--- config.mk ---
export PLATFORM = sky130hd
export DESIGN_NAME = sfc_config
export DESIGN_NICKNAME = d
export VERILOG_FILES = /design/src/inc/sfc_pkg.sv /design/src/logic/sfc_config.sv /design/src/logic/sfc_half_div.sv /design/src/logic/sfc_pin_mux.sv
export VERILOG_INCLUDE_DIRS = /design/src /design/src/inc
export SDC_FILE = /design/constraint.sdc
export NUM_CORES = 1
export LEC_CHECK = 0
export BUFFER_PORTS_ARGS = -buffer_cell sky130_fd_sc_hd__buf_4
export CAP_MARGIN = 30
export CORE_ASPECT_RATIO = 0.75
export CORE_MARGIN = 2
export CORE_UTILIZATION = 35
export CTS_BUF_LIST = sky130_fd_sc_hd__clkbuf_8
export DETAILED_ROUTE_END_ITERATION = 10
export PLACE_DENSITY_LB_ADDON = 0.05
export REMOVE_ABC_BUFFERS = 1
export SETUP_SLACK_MARGIN = 0.4
export SYNTH_ARGS = -nofsm -noshare
export SYNTH_HDL_FRONTEND = slang
export SYNTH_HIERARCHICAL = 1
export SYNTH_SLANG_ARGS = --single-unit
export TNS_END_PERCENT = 20
--- constraint.sdc ---
create_clock -name clock -period 2.6 [get_ports clock]
set_input_delay 0.26 -clock clock [delete_from_list [all_inputs] [get_ports clock]]
set_output_delay 0.26 -clock clock [all_outputs]
set_load 0.005 [all_outputs]
--- src/inc/sfc_defs.svh ---
`ifndef SFC_DEFS_SVH
`define SFC_DEFS_SVH
// =====================================================
// control word addresses and field positions
`define SFC_ADDR_W0        4'h0
`define SFC_ADDR_W3        4'h7
`define SFC_ADDR_W4        4'h9
`define SFC_ADDR_W5        4'hb
`define SFC_W3_ACC1_BIT    21
`define SFC_W0_PDRF_BIT    4
`define SFC_W0_PDIF_BIT    5
`define SFC_W4_AUTO_POWER_UP_BIT    23
`define SFC_W4_DITHER_SELECT_HI     17
`define SFC_W4_DITHER_SELECT_LO     16
`define SFC_W4_FM_HI       15
`define SFC_W4_FM_LO       14
`define SFC_W4_DBL_BIT     12
`define SFC_W4_OUT_BIT     11
`define SFC_W4_IFP_BIT     10
`define SFC_W4_RFP_BIT     9
`define SFC_W4_PRE_BIT     8
`define SFC_W4_SEL_HI      7
`define SFC_W4_SEL_LO      4
`define SFC_W5_DEN_HI      23
`define SFC_W5_DEN_LO      14
`define SFC_W5_NUM_HI      13
`define SFC_W5_NUM_LO      4
// reset values (default state of the fourth, fifth, access and first words)
`define SFC_W4_RESET       24'h02c709
`define SFC_W5_RESET       24'h00000b
`define SFC_W3_RESET       24'h000007
`define SFC_W0_RESET       24'h000000
`endif

--- src/inc/sfc_pkg.sv ---
package sfc_pkg;
    // =====================================================
    // modes of the modulator and dither
    typedef enum logic [1:0] {
        SFC_ORD4 = 2'h0,
        SFC_ORD_OFF = 2'h1,
        SFC_ORD2 = 2'h2,
        SFC_ORD3 = 2'h3
    } sfc_order_e;
    typedef enum logic [1:0] {
        SFC_DITHER_SELECT_NONE = 2'h0,
        SFC_DITHER_SELECT_WEAK = 2'h1,
        SFC_DITHER_SELECT_STRONG = 2'h2,
        SFC_DITHER_SELECT_RSVD = 2'h3
    } sfc_dither_e;
    // decoded configuration of the fourth word
    typedef struct packed {
        logic        auto_power_up;
        sfc_dither_e dither_select;
        sfc_order_e  modulator_order;
        logic        ref_doubler_enable;
        logic        ref_output_enable;
        logic        if_pump_polarity;
        logic        rf_pump_polarity;
        logic        if_prescaler_16;
        logic [3:0]  test_pin_select;
    } sfc_cfg_s;
    // lock and divider sources feeding the test pin
    typedef struct packed {
        logic rf_dig_lock;
        logic if_dig_lock;
        logic rf_ana_lock;
        logic if_ana_lock;
        logic if_ref_div;
        logic if_fb_div;
        logic rf_ref_div;
        logic rf_fb_div;
    } sfc_src_s;
    // value and drive enable of the test pin
    typedef struct packed {
        logic o;
        logic oe;
    } sfc_pin_s;
endpackage

--- src/logic/sfc_config.sv ---
`timescale 1ns/100ps
`include "sfc_defs.svh"
// =====================================================
// first, access, fourth and fifth control word bank with auto power-up
module sfc_config (
    input  wire logic              clock,
    input  wire logic              reset_n,
    input  wire logic              word_strobe,
    input  wire logic [23:0]       word_data,
    input  wire logic              chip_enable,
    input  wire sfc_pkg::sfc_src_s lock_src,
    input  wire logic              ref_input_pin,
    input  wire logic              ref_input_2x,
    output logic                   test_lock_pin_o,
    output logic                   test_lock_pin_oe,
    output logic                   ref_output_pin_o,
    output logic                   ref_output_pin_oe,
    output logic                   if_ref_clk,
    output logic                   rf_ref_clk,
    output sfc_pkg::sfc_cfg_s      cfg,
    output logic                   rf_power_down,
    output logic                   if_power_down,
    output logic                   modulator_enable,
    output logic [21:0]            fraction_numerator,
    output logic [21:0]            fraction_denominator,
    output logic [23:0]            first_control_word
);
    import sfc_pkg::*;
    // =====================================================
    // reset release
    logic rs1_r;
    logic rst_n;
    always_ff @(posedge clock or negedge reset_n) begin
        if (!reset_n) begin
            rs1_r <= 1'b0;
            rst_n <= 1'b0;
        end else begin
            rs1_r <= 1'b1;
            rst_n <= rs1_r;
        end
    end
    // =====================================================
    // stored control words
    logic [23:0] w0_r, w0_nxt;          // first word, holds power-downs
    logic [23:0] w3_r, w3_nxt;          // access word
    logic [23:0] w4_r, w4_nxt;          // fourth word
    logic [23:0] w5_r, w5_nxt;          // fifth word
    logic [11:0] num_lo;                // base numerator bits
    logic [11:0] den_lo;                // base denominator bits
    logic        ext_mode;              // 22-bit fraction access
    logic [3:0]  addr;                  // word address
    assign addr = word_data[3:0];
    // latch a whole word only on its strobe
    always_comb begin
        w0_nxt = w0_r;
        w3_nxt = w3_r;
        w4_nxt = w4_r;
        w5_nxt = w5_r;
        if (word_strobe) begin
            case (addr)
                `SFC_ADDR_W0: begin
                    w0_nxt = word_data;
                    if (w4_r[`SFC_W4_AUTO_POWER_UP_BIT] && chip_enable) begin
                        w0_nxt[`SFC_W0_PDRF_BIT] = 1'b0;
                        w0_nxt[`SFC_W0_PDIF_BIT] = 1'b0;
                    end
                end
                `SFC_ADDR_W3: w3_nxt = word_data;
                `SFC_ADDR_W4: w4_nxt = word_data;
                `SFC_ADDR_W5: w5_nxt = word_data;
                default: begin
                    w0_nxt = w0_r;
                end
            endcase
        end
    end
    always_ff @(posedge clock or negedge rst_n) begin
        if (!rst_n) begin
            w0_r <= `SFC_W0_RESET;
            w3_r <= `SFC_W3_RESET;
            w4_r <= `SFC_W4_RESET;
            w5_r <= `SFC_W5_RESET;
        end else begin
            w0_r <= w0_nxt;
            w3_r <= w3_nxt;
            w4_r <= w4_nxt;
            w5_r <= w5_nxt;
        end
    end
    // =====================================================
    // field decode of the fourth word
    always_comb begin
        cfg.auto_power_up      = w4_r[`SFC_W4_AUTO_POWER_UP_BIT];
        cfg.dither_select      = sfc_dither_e'(w4_r[`SFC_W4_DITHER_SELECT_HI:`SFC_W4_DITHER_SELECT_LO]);
        cfg.modulator_order    = sfc_order_e'(w4_r[`SFC_W4_FM_HI:`SFC_W4_FM_LO]);
        cfg.ref_doubler_enable = w4_r[`SFC_W4_DBL_BIT];
        cfg.ref_output_enable  = w4_r[`SFC_W4_OUT_BIT];
        cfg.if_pump_polarity   = w4_r[`SFC_W4_IFP_BIT];
        cfg.rf_pump_polarity   = w4_r[`SFC_W4_RFP_BIT];
        cfg.if_prescaler_16    = w4_r[`SFC_W4_PRE_BIT];
        cfg.test_pin_select    = w4_r[`SFC_W4_SEL_HI:`SFC_W4_SEL_LO];
    end
    // order code one switches the modulator off
    assign modulator_enable = (cfg.modulator_order != SFC_ORD_OFF);
    // =====================================================
    // fraction assembly
    assign ext_mode = w3_r[`SFC_W3_ACC1_BIT];
    assign num_lo = w0_r[15:4];
    assign den_lo = w3_r[15:4];
    always_comb begin
        if (ext_mode) begin
            fraction_numerator   = {w5_r[`SFC_W5_NUM_HI:`SFC_W5_NUM_LO], num_lo};
            fraction_denominator = {w5_r[`SFC_W5_DEN_HI:`SFC_W5_DEN_LO], den_lo};
        end else begin
            fraction_numerator   = {10'h000, num_lo};
            fraction_denominator = {10'h000, den_lo};
        end
    end
    assign rf_power_down = w0_r[`SFC_W0_PDRF_BIT] | ~chip_enable;
    assign if_power_down = w0_r[`SFC_W0_PDIF_BIT] | ~chip_enable;
    assign first_control_word = w0_r;
    // =====================================================
    // reference paths
    assign ref_output_pin_o  = ref_input_pin;
    assign ref_output_pin_oe = cfg.ref_output_enable;
    assign if_ref_clk = ref_input_pin;
    assign rf_ref_clk = cfg.ref_doubler_enable ? ref_input_2x : ref_input_pin;
    // =====================================================
    // test and lock pin
    sfc_pin_s pin;
    sfc_pin_mux u_mux (
        .clock (clock),
        .rst_n (rst_n),
        .sel   (cfg.test_pin_select),
        .src   (lock_src),
        .pin   (pin)
    );
    assign test_lock_pin_o  = pin.o;
    assign test_lock_pin_oe = pin.oe;
    // =====================================================
    // checks
    a_auto_power_up_clears_pd: assert property (@(posedge clock) disable iff (!rst_n)
        (word_strobe && addr == `SFC_ADDR_W0 && w4_r[`SFC_W4_AUTO_POWER_UP_BIT] && chip_enable)
        |=> (w0_r[`SFC_W0_PDRF_BIT] == 1'b0) && (w0_r[`SFC_W0_PDIF_BIT] == 1'b0))
        else $error("auto power-up left power-down set");
    a_ce_inhibits: assert property (@(posedge clock) disable iff (!rst_n)
        (word_strobe && addr == `SFC_ADDR_W0 && !chip_enable)
        |=> w0_r[`SFC_W0_PDRF_BIT] == $past(word_data[`SFC_W0_PDRF_BIT]))
        else $error("power-up with chip enable low");
    a_no_strobe_hold: assert property (@(posedge clock) disable iff (!rst_n)
        !word_strobe |=> $stable(w4_r) && $stable(w5_r))
        else $error("word changed without strobe");
    a_short_fraction: assert property (@(posedge clock) disable iff (!rst_n)
        !ext_mode |-> fraction_numerator[21:12] == 10'h000)
        else $error("upper numerator used in 12-bit mode");
    a_long_fraction: assert property (@(posedge clock) disable iff (!rst_n)
        ext_mode |-> fraction_numerator[21:12] == w5_r[13:4])
        else $error("upper numerator missing");
    a_order_off: assert property (@(posedge clock) disable iff (!rst_n)
        (w4_r[15:14] == 2'h1) |-> !modulator_enable)
        else $error("modulator not disabled");
    a_doubler: assert property (@(posedge clock) disable iff (!rst_n)
        !w4_r[12] |-> (rf_ref_clk == ref_input_pin) && (if_ref_clk == ref_input_pin))
        else $error("doubler path wrong");
    a_ref_out: assert property (@(posedge clock) disable iff (!rst_n)
        ref_output_pin_oe == w4_r[11])
        else $error("reference output enable wrong");
endmodule

--- src/logic/sfc_half_div.sv ---
`timescale 1ns/100ps
`include "sfc_defs.svh"
// =====================================================
// divides a divider pulse stream by two with a toggle
module sfc_half_div (
    input  wire logic clock,
    input  wire logic rst_n,
    input  wire logic pulse,
    output logic      half
);
    logic prev_r;
    logic prev_nxt;
    logic half_r;
    logic half_nxt;
    // toggle on each rising edge of the source
    always_comb begin
        prev_nxt = pulse;
        half_nxt = half_r ^ (pulse & ~prev_r);
    end
    always_ff @(posedge clock or negedge rst_n) begin
        if (!rst_n) begin
            prev_r <= 1'b0;
            half_r <= 1'b0;
        end else begin
            prev_r <= prev_nxt;
            half_r <= half_nxt;
        end
    end
    assign half = half_r;
endmodule

--- src/logic/sfc_pin_mux.sv ---
`timescale 1ns/100ps
`include "sfc_defs.svh"
// =====================================================
// test and lock pin source selection
module sfc_pin_mux (
    input  wire logic              clock,
    input  wire logic              rst_n,
    input  wire logic [3:0]        sel,
    input  wire sfc_pkg::sfc_src_s src,
    output sfc_pkg::sfc_pin_s      pin
);
    import sfc_pkg::*;
    logic [3:0] half;   // halved divider outputs
    logic [3:0] divs;   // raw divider outputs
    sfc_pin_s   pin_nxt;
    sfc_pin_s   pin_r;
    assign divs = {src.rf_fb_div, src.rf_ref_div, src.if_fb_div, src.if_ref_div};
    // one halver per divider source
    genvar gi;
    generate
        for (gi = 0; gi < 4; gi++) begin : g_half
            sfc_half_div u_half (
                .clock (clock),
                .rst_n (rst_n),
                .pulse (divs[gi]),
                .half  (half[gi])
            );
        end
    endgenerate
    // select pin value and drive mode
    always_comb begin
        pin_nxt = '{o: 1'b0, oe: 1'b1};
        case (sel)
            4'h0: pin_nxt.oe = 1'b0;
            4'h1: pin_nxt.o = 1'b1;
            4'h2: pin_nxt.o = 1'b0;
            4'h3: pin_nxt.o = src.rf_dig_lock & src.if_dig_lock;
            4'h4: pin_nxt.o = src.rf_dig_lock;
            4'h5: pin_nxt.o = src.if_dig_lock;
            4'h6: pin_nxt.oe = ~(src.rf_ana_lock & src.if_ana_lock);
            4'h7: pin_nxt.oe = ~src.rf_ana_lock;
            4'h8: pin_nxt.oe = ~src.if_ana_lock;
            4'h9: pin_nxt.o = src.rf_ana_lock & src.if_ana_lock;
            4'ha: pin_nxt.o = src.rf_ana_lock;
            4'hb: pin_nxt.o = src.if_ana_lock;
            default: pin_nxt.o = half[sel[1:0]];
        endcase
    end
    always_ff @(posedge clock or negedge rst_n) begin
        if (!rst_n) begin
            pin_r <= '{o: 1'b0, oe: 1'b0};
        end else begin
            pin_r <= pin_nxt;
        end
    end
    assign pin = pin_r;
    a_pin_tristate: assert property (@(posedge clock) disable iff (!rst_n)
        (sel == 4'h0) |=> !pin_r.oe) else $error("pin driven in code zero");
    a_pin_opendrain: assert property (@(posedge clock) disable iff (!rst_n)
        (sel == 4'h7) |=> (pin_r.oe == !$past(src.rf_ana_lock)) && !pin_r.o)
        else $error("open drain wrong");
endmodule

Yosys cells after proc, flatten, opt, wreduce, memory -nomap -nowiden
Cells that the tools add are included.
- $lt $le $gt $ge: 1
- equal/unequal tests: 15
- mux-type cells: 8
- bitwise operators: 20
- reductions and logical operators: 8
- operators by type and width (cell ; number):
    22-bit 2-to-1 mux ; 2
    4-bit equality test, second input constant ; 6
    4-bit by 3-bit equality test with 1-bit output, second input constant ; 5
    4-bit by 2-bit equality test with 1-bit output, second input constant ; 2
    4-bit logical NOT ; 2
    1-bit inverter ; 8
    1-bit case mux with 8 select lines ; 1
    2-bit AND reduction ; 4
    1-bit bitwise AND ; 6
    5-bit OR reduction ; 1
    4-bit by 1-bit equality test with 1-bit output, second input constant ; 1
    1-bit case mux with 4 select lines ; 1
    1-bit bitwise XOR ; 4
    2-bit by 3-bit < comparator with 1-bit output, second input constant ; 1
    1-bit binary-select mux with 2-bit select ; 1
    1-bit 2-to-1 mux ; 2
    2-bit 2-to-1 mux ; 1
    2-bit by 1-bit != test with 1-bit output, second input constant ; 1
    1-bit OR ; 2
    1-bit logical AND ; 1
- bits in registers: 106
- bits of input ports: 38
- output and inout port bits: 91
- logic and storage cells: 68

Logic depth before layout (Yosys ltp)
Gate-level depths: netlist of run 1.
- depth after elaboration: 3
- mapped depth: 5

Cells and area by module
Netlist of run 1, hierarchy kept.
- by module, submodules not included (module ; times used ; cells each ; area an instance (um^2) ; seq. area each (um^2)):
    sfc_config ; 1 ; 215 ; 3144.3 ; 1834.3
    sfc_half_div ; 4 ; 4 ; 80.1 ; 50.0
    sfc_pin_mux ; 1 ; 22 ; 173.9 ; 50.0

Worst setup path before layout of run 1
Ideal clock, no wire load.
- path kind: in2reg
- from: input port word_data[3]
- to: register w3_r[10]
- library setup time: 0.125 ns
- arrival: 1.341 ns
- required time: 2.475 ns
- path slack: 1.134 ns
- cell stages on the path: 5
- path buffers: 2
- path through: nand2b_1 or3_1 buf_2 buf_6 mux2_4
- longest elaborated chain between the ends: 2
- ends and longest elaborated chain (what ; line ; RTL):
    start: declaration ; sfc_config.sv:9 ; input wire logic [23:0] word_data,
    4-bit by 3-bit equality test with 1-bit output ; sfc_config.sv:60 ; case (addr)
    2-bit AND reduction (no line) ; n/a ;
    end signal: assignment ; sfc_config.sv:80 ; w3_r <= `SFC_W3_RESET;
    end signal: assignment ; sfc_config.sv:85 ; w3_r <= w3_nxt;
    end: declaration ; sfc_config.sv:45 ; logic [23:0] w3_r, w3_nxt;
Every way passes these cells.
A chain may end at the register's enable or synchronous reset.

Worst setup path in the final report of run 1
- from: register w3_r[21]
- to: output port fraction_numerator[12]
- longest elaborated chain between the ends: 1
- ends and longest elaborated chain (what ; line ; RTL):
    22-bit 2-to-1 mux ; sfc_config.sv:111 ; if (ext_mode) begin
    end: declaration ; sfc_config.sv:24 ; output logic [21:0] fraction_numerator,
Every way passes these cells.

==> results.py, run 1 <==
metrics = {
    "timing": {
        "slew_violations": 0,
        "worst_pin_slew_ps": 831,
        "relSlewSlack": 0.446,
        "fin_worst_skew_ps": 7.17,
        "tns_ps": 0,
        "fin_crit_sh": 0.680,
        "setup_violations": 0,
        "hold_viol": 0,
        "fmax_mhz": 566,
        "post-route-min-period_ps": 1770,
        "rsz0062_at_grt": "no",
    },
    "finish": {
        "final_cell_mix": "buf_4, dfrtp_1, mux2_2, and2_1, clkbuf_8",
        "nets": 399,
        "antenna_cells": 0,
        "multiInputGateArea_um2": 1300,
        "seqCellArea_um2": 2090,
        "final.fill_count": 930,
        "final_common_cell": "buf_4",
        "layout-drive-gt1-share": 0.638,
        "fin_area_um2": 4780,
        "area_delta_synth_final_pct": 31.5,
    },
    "routing": {
        "route.detailed.drc": 0,
        "finalWirelength_um": 7950,
        "ant_nets": 0,
        "viasPerCell": 4.49,
        "avgRoutedWirePerCell_um": 15.9,
        "first_pass_iters": 4,
        "first_iter_violations": 98,
        "routed-via-count": 2249,
    },
    "clocking": {
        "cts_sinks": 83,
        "postCtsSetupBuffers": 0,
        "clock_latency_ps": 350,
        "cts_root_buf": "clkbuf_8",
        "post_cts_resized": 0,
        "clk_pin_slew_ps": 80,
        "tritoncts": "done",
        "cts_buffers": 9,
        "htree_levels": 3,
        "clock_path_buffers": 2,
        "hold_buffers": 1,
    },
    "worst_hold_path": {
        "min_from": "lock_src[2]",
        "hp-class": "in2reg",
    },
    "run": {
        "max_cap_violations": 0,
    },
    "floorplan": {
        "die_y_um": 92.3,
        "io_pins": 129,
        "rows": 32,
        "die_x_um": 122,
        "coreArea_um2": 10200,
        "initial_core_util": 0.356,
        "dieArea_um2": 11200,
    },
    "worst_setup_path": {
        "path_delay_family": "flip-flops",
        "crit_required_ps": 2340,
        "regToRegStartpoint": "w4_r[4]$_DFFE_PN0P_",
        "crit_path_end_kind": "output pin",
        "slowest_delay_ps": 780,
        "crit_buf_inv": 1,
        "worstSetupStartpoint": "w3_r[21]$_DFFE_PN0P_",
        "crit_slowest_cell": "dfrtp_1",
        "arrival_ps": 1510,
        "path_cells": "and2_1, buf_4",
        "startpoint_type": "register",
        "setup.worst_path.class": "reg2out",
        "path_max_fanout": 21,
    },
    "global_routing": {
        "grt_pass1_vias": 2389,
        "grt.overflow.total": 0,
        "grt_pass1_wl_um": 12600,
        "antenna_found_initial": 0,
        "track_usage": 0.149,
        "grt_max_degree": 47,
    },
    "synth": {
        "synthArstFlopShare": 1.00,
        "synth.cell_area_um2": 3640,
        "avgSynthCellArea_um2": 14.4,
        "synth-warning-count": 6,
        "ys_ff_latch": 83,
        "netlist_instances": 253,
        "synth.distinct_cells": 30,
        "synth_edf_count": 0,
        "synth_seq_area_share": 0.573,
        "synthFlopType": "dfrtp_1",
    },
    "run_status": {
        "status": "finished clean",
    },
    "placement": {
        "port_buffers": 128,
        "dpl.hpwl_um": 5540,
        "gp_congestion": 0.692,
        "place_area_um2": 4600,
    },
    "power_and_ir_drop": {
        "p_leak_nw": 2.32,
        "p_per_area_nw_per_um2": 773,
        "ir_worst_vdd_uv": 359,
    },
}
[layout make-up]
type | count | area share
Clock buffer | 12 | 0.0345
Inverter | 2 | 0.00157
Multi-Input combinational cell | 132 | 0.272
Timing Repair Buffer | 133 | 0.217
Tap cell | 136 | 0.0356
Sequential cell | 83 | 0.436
Clock inverter | 3 | 0.00288
[synth_stat cells (2+ instances only)]
cell	instances	share of area
clkbuf_1	2	0.0021
and2_1	20	0.034
a21boi_0	3	0.0062
buf_2	5	0.0069
mux2_2	58	0.18
nor2_1	5	0.0052
dfstp_2	6	0.043
nand2b_1	5	0.0086
inv_1	2	0.0021
buf_4	28	0.058
dfrtp_1	77	0.53
mux2_4	10	0.041
nor2b_1	5	0.0086
o21ai_0	2	0.0028
nand2b_4	4	0.015
nand2_1	4	0.0041
xnor2_2	4	0.018
[worst paths after layout]
check                                                     endpoint  slack, ps  depth (start not counted)
max reg2reg                                 u_mux/pin[1]$_DFF_PN0_       1200                          3
max in group asynchronous                     w4_r[14]$_DFFE_PN1P_       1620                          1
max                                         fraction_numerator[12]        830                          2
min reg2reg                                   w5_r[23]$_DFFE_PN0P_        300                          0
min                        u_mux/g_half[1].u_half/prev_r$_DFF_PN0_         40                          1
min in group asynchronous                          rst_n$_DFF_PN0_        230                          2
[flip-flops by register name (all words and copies together) (netlist names), 2 cells and up]
| name | flops |
|---|---|
| w5_r | 20 |
| w3_r | 13 |
| u_mux/g_half.u_half/half | 4 |
| w4_r | 14 |
| u_mux/pin | 2 |
| first_control_word | 24 |
| u_mux/g_half.u_half/prev_r | 4 |
[layer usage]
layer	up-vias	part of all wire	GRT usage
met4	0	0.0092	0.0374
met5	-	0	0
li1	1041	-	-
met1	1121	0.49	0.206
met2	80	0.42	0.212
met3	7	0.087	0.0708
[per-stage QoR]
stage	util	power (mW)	std cells	hold WS [ps]	worst slack, ps
detailed placement	0.450	2.89	485	44.2	751
CTS	0.469	3.76	501	14.5	797
floorplan	-	2.24	217	-35.6	128
global route	0.469	3.94	501	4.80	733
global placement	0.450	2.88	485	42.9	778
finish	0.469	3.70	501	38.5	832
[power by group]
group          total [mW]  switching, mW  leakage, nW  internal (mW)
sequential           1.84          0.238         1.01           1.60
clock               0.849          0.436       0.0994          0.414
combinational        1.01          0.312         1.22          0.699
[cells by family (layout without fill, tap and decap cells)]
logic type / Yosys count / after routing / synth area share
buffers and inverters: 38 / 150 / 0.0719
muxes: 69 / 69 / 0.227
and+or+nand+nor: 49 / 49 / 0.0928
other: 1 / 1 / 0.00103
AOI/OAI and AO/OA: 9 / 9 / 0.0165
DFF: 83 / 83 / 0.573
xor gates and xnor gates: 4 / 4 / 0.0179
No activity file was read; power rests on OpenSTA's default activity.
==> run 2, diff against run 1 <==
==> constraint.sdc (replaced) <==
create_clock -name clock -period 1.52 [get_ports clock]
set_input_delay 0.152 -clock clock [delete_from_list [all_inputs] [get_ports clock]]
set_output_delay 0.152 -clock clock [all_outputs]
set_load 0.005 [all_outputs]
==> results.py, run 2 (synthesis gave the netlist of run 1 again) <==
metrics = {
    "run_status": {
        "status": "finished clean",
    },
    "clocking": {
        "tritoncts": "done",
        "clock_latency_ps": 350,
        "cts_sinks": 83,
        "cts_root_buf": "clkbuf_8",
        "htree_levels": 3,
        "clk_pin_slew_ps": 80,
        "cts_buffers": 9,
        "clock_path_buffers": 2,
    },
    "finish": {
        "final_common_cell": "buf_4",
        "largest_reg_flops": 24,
        "area_delta_synth_final_pct": 39.9,
        "antenna_cells": 0,
        "final_cell_mix": "buf_4, dfrtp_1, mux2_2, and2_4, buf_6",
        "nets": 413,
        "final_cells": 516,
        "fin_area_um2": 5090,
        "layout-drive-gt1-share": 0.692,
    },
    "power_and_ir_drop": {
        "p_leak_nw": 2.46,
        "ir_worst_vdd_uv": 787,
        "p_per_area_nw_per_um2": 1320,
    },
    "routing": {
        "dr.max_layer_used": "met4",
        "first_iter_violations": 64,
        "drt-met1-wl_um": 3790,
        "first_pass_iters": 4,
        "wl_met3_um": 598,
        "finalWirelength_um": 8150,
        "avgRoutedWirePerCell_um": 15.8,
        "route.detailed.drc": 0,
        "ant_nets": 0,
        "routed-via-count": 2312,
        "viasPerCell": 4.48,
        "wl_met2_um": 3650,
    },
    "worst_setup_path": {
        "crit_path_end_kind": "output pin",
        "crit_required_ps": 1370,
        "startpoint_type": "register",
        "arrival_ps": 1280,
        "setup.worst_path.class": "reg2out",
        "path_max_fanout": 5,
        "rr_worst_depth": 3,
    },
    "placement": {
        "gp_congestion": 0.707,
        "dp_cells": 491,
        "port_buffers": 128,
        "place_area_um2": 4670,
        "dpl.hpwl_um": 5680,
    },
    "floorplan": {
        "initial_core_util": 0.356,
        "die_y_um": 92.3,
        "die_x_um": 122,
        "io_pins": 129,
        "dieArea_um2": 11200,
        "coreArea_um2": 10200,
        "rows": 32,
    },
    "worst_hold_path": {
        "hp-class": "in2reg",
        "whs_path_depth": 2,
    },
    "timing": {
        "hold_viol": 0,
        "rsz0062_at_grt": "yes",
        "fin_crit_sh": 0.941,
        "setup_violations": 0,
        "fmax_mhz": 699,
        "fin_worst_skew_ps": 6.35,
        "holdWs_ps": 38.0,
        "slew_violations": 0,
        "post-route-min-period_ps": 1430,
        "tns_ps": 0,
    },
    "global_routing": {
        "antenna_found_initial": 0,
        "grt.overflow.total": 0,
        "track_usage": 0.151,
        "grt_pass1_vias": 2305,
        "grt_max_degree": 41,
        "grt_pass1_wl_um": 12700,
    },
    "run": {
        "max_cap_violations": 0,
    },
}
-- run 2: repair_timing --
item                                    CTS  global route
hold buffers                              5             0
cloned                                    0             1
endpoints found under the setup margin   36            38
setup buffers                             3             0
endpoints found under the hold margin     6             0
resized for setup                        19            23
pin swaps                                 0             0
-- run 2: worst max-delay path: stages, from the launching register on --
cell and delay, ps:
dfrtp_4 520, clkbuf_16 180, and2_4 130, buf_6 110
-- run 2: report_power, final --
group / leakage [nW] / total [mW] / switching (mW) / internal (mW)
Combinational: 1.35 / 2.02 / 0.623 / 1.40
Clock: 0.101 / 1.55 / 0.758 / 0.789
Sequential: 1.00 / 3.13 / 0.392 / 2.74
Total: 2.46 / 6.70 / 1.77 / 4.93
-- run 2: final cells by class --
| class | count | area (µm²) |
|---|---|---|
| flip-flops and latches | 83 | 2090 |
| clock buffers | 10 | 138 |
| well taps | 136 | 170 |
| repair buffers | 147 | 1270 |
| inverters | 2 | 7.51 |
| fillers | 906 | 5120 |
| clock inverters | 6 | 57.6 |
| multi-input cells | 132 | 1350 |
-- run 2: final timing paths --
kind	slack, ps	startpoint	end
worst max-delay path	90	w3_r[21]$_DFFE_PN0P_	fraction_numerator[13]
worst min-delay path	40	word_data[22]	w5_r[22]$_DFFE_PN0P_
worst max register to register	340	u_mux/g_half[3].u_half/half$_DFF_PN0_	u_mux/pin[1]$_DFF_PN0_
worst min register to register	150	rst_n$_DFF_PN0_	first_control_word[10]$_DFFE_PN0P_
max in group asynchronous	850	rst_n$_DFF_PN0_	w4_r[14]$_DFFE_PN1P_
min in group asynchronous	120	reset_n	rst_n$_DFF_PN0_
-- run 2: layer usage --
layer | global-route usage | vias to the layer above
met5 | 0 | -
met4 | 0.0489 | 0
met3 | 0.0523 | 10
met2 | 0.224 | 89
met1 | 0.207 | 1131
li1 | - | 1082
-- run 2: metrics by stage --
stage	setup slack (ps)	util	total power, mW
finish	89.7	0.498	6.70
global route	38.5	0.498	7.13
CTS	59.2	0.489	6.69
detailed placement	59.9	0.457	4.97
global placement	68.9	0.457	4.94
floorplan	-952	-	3.84
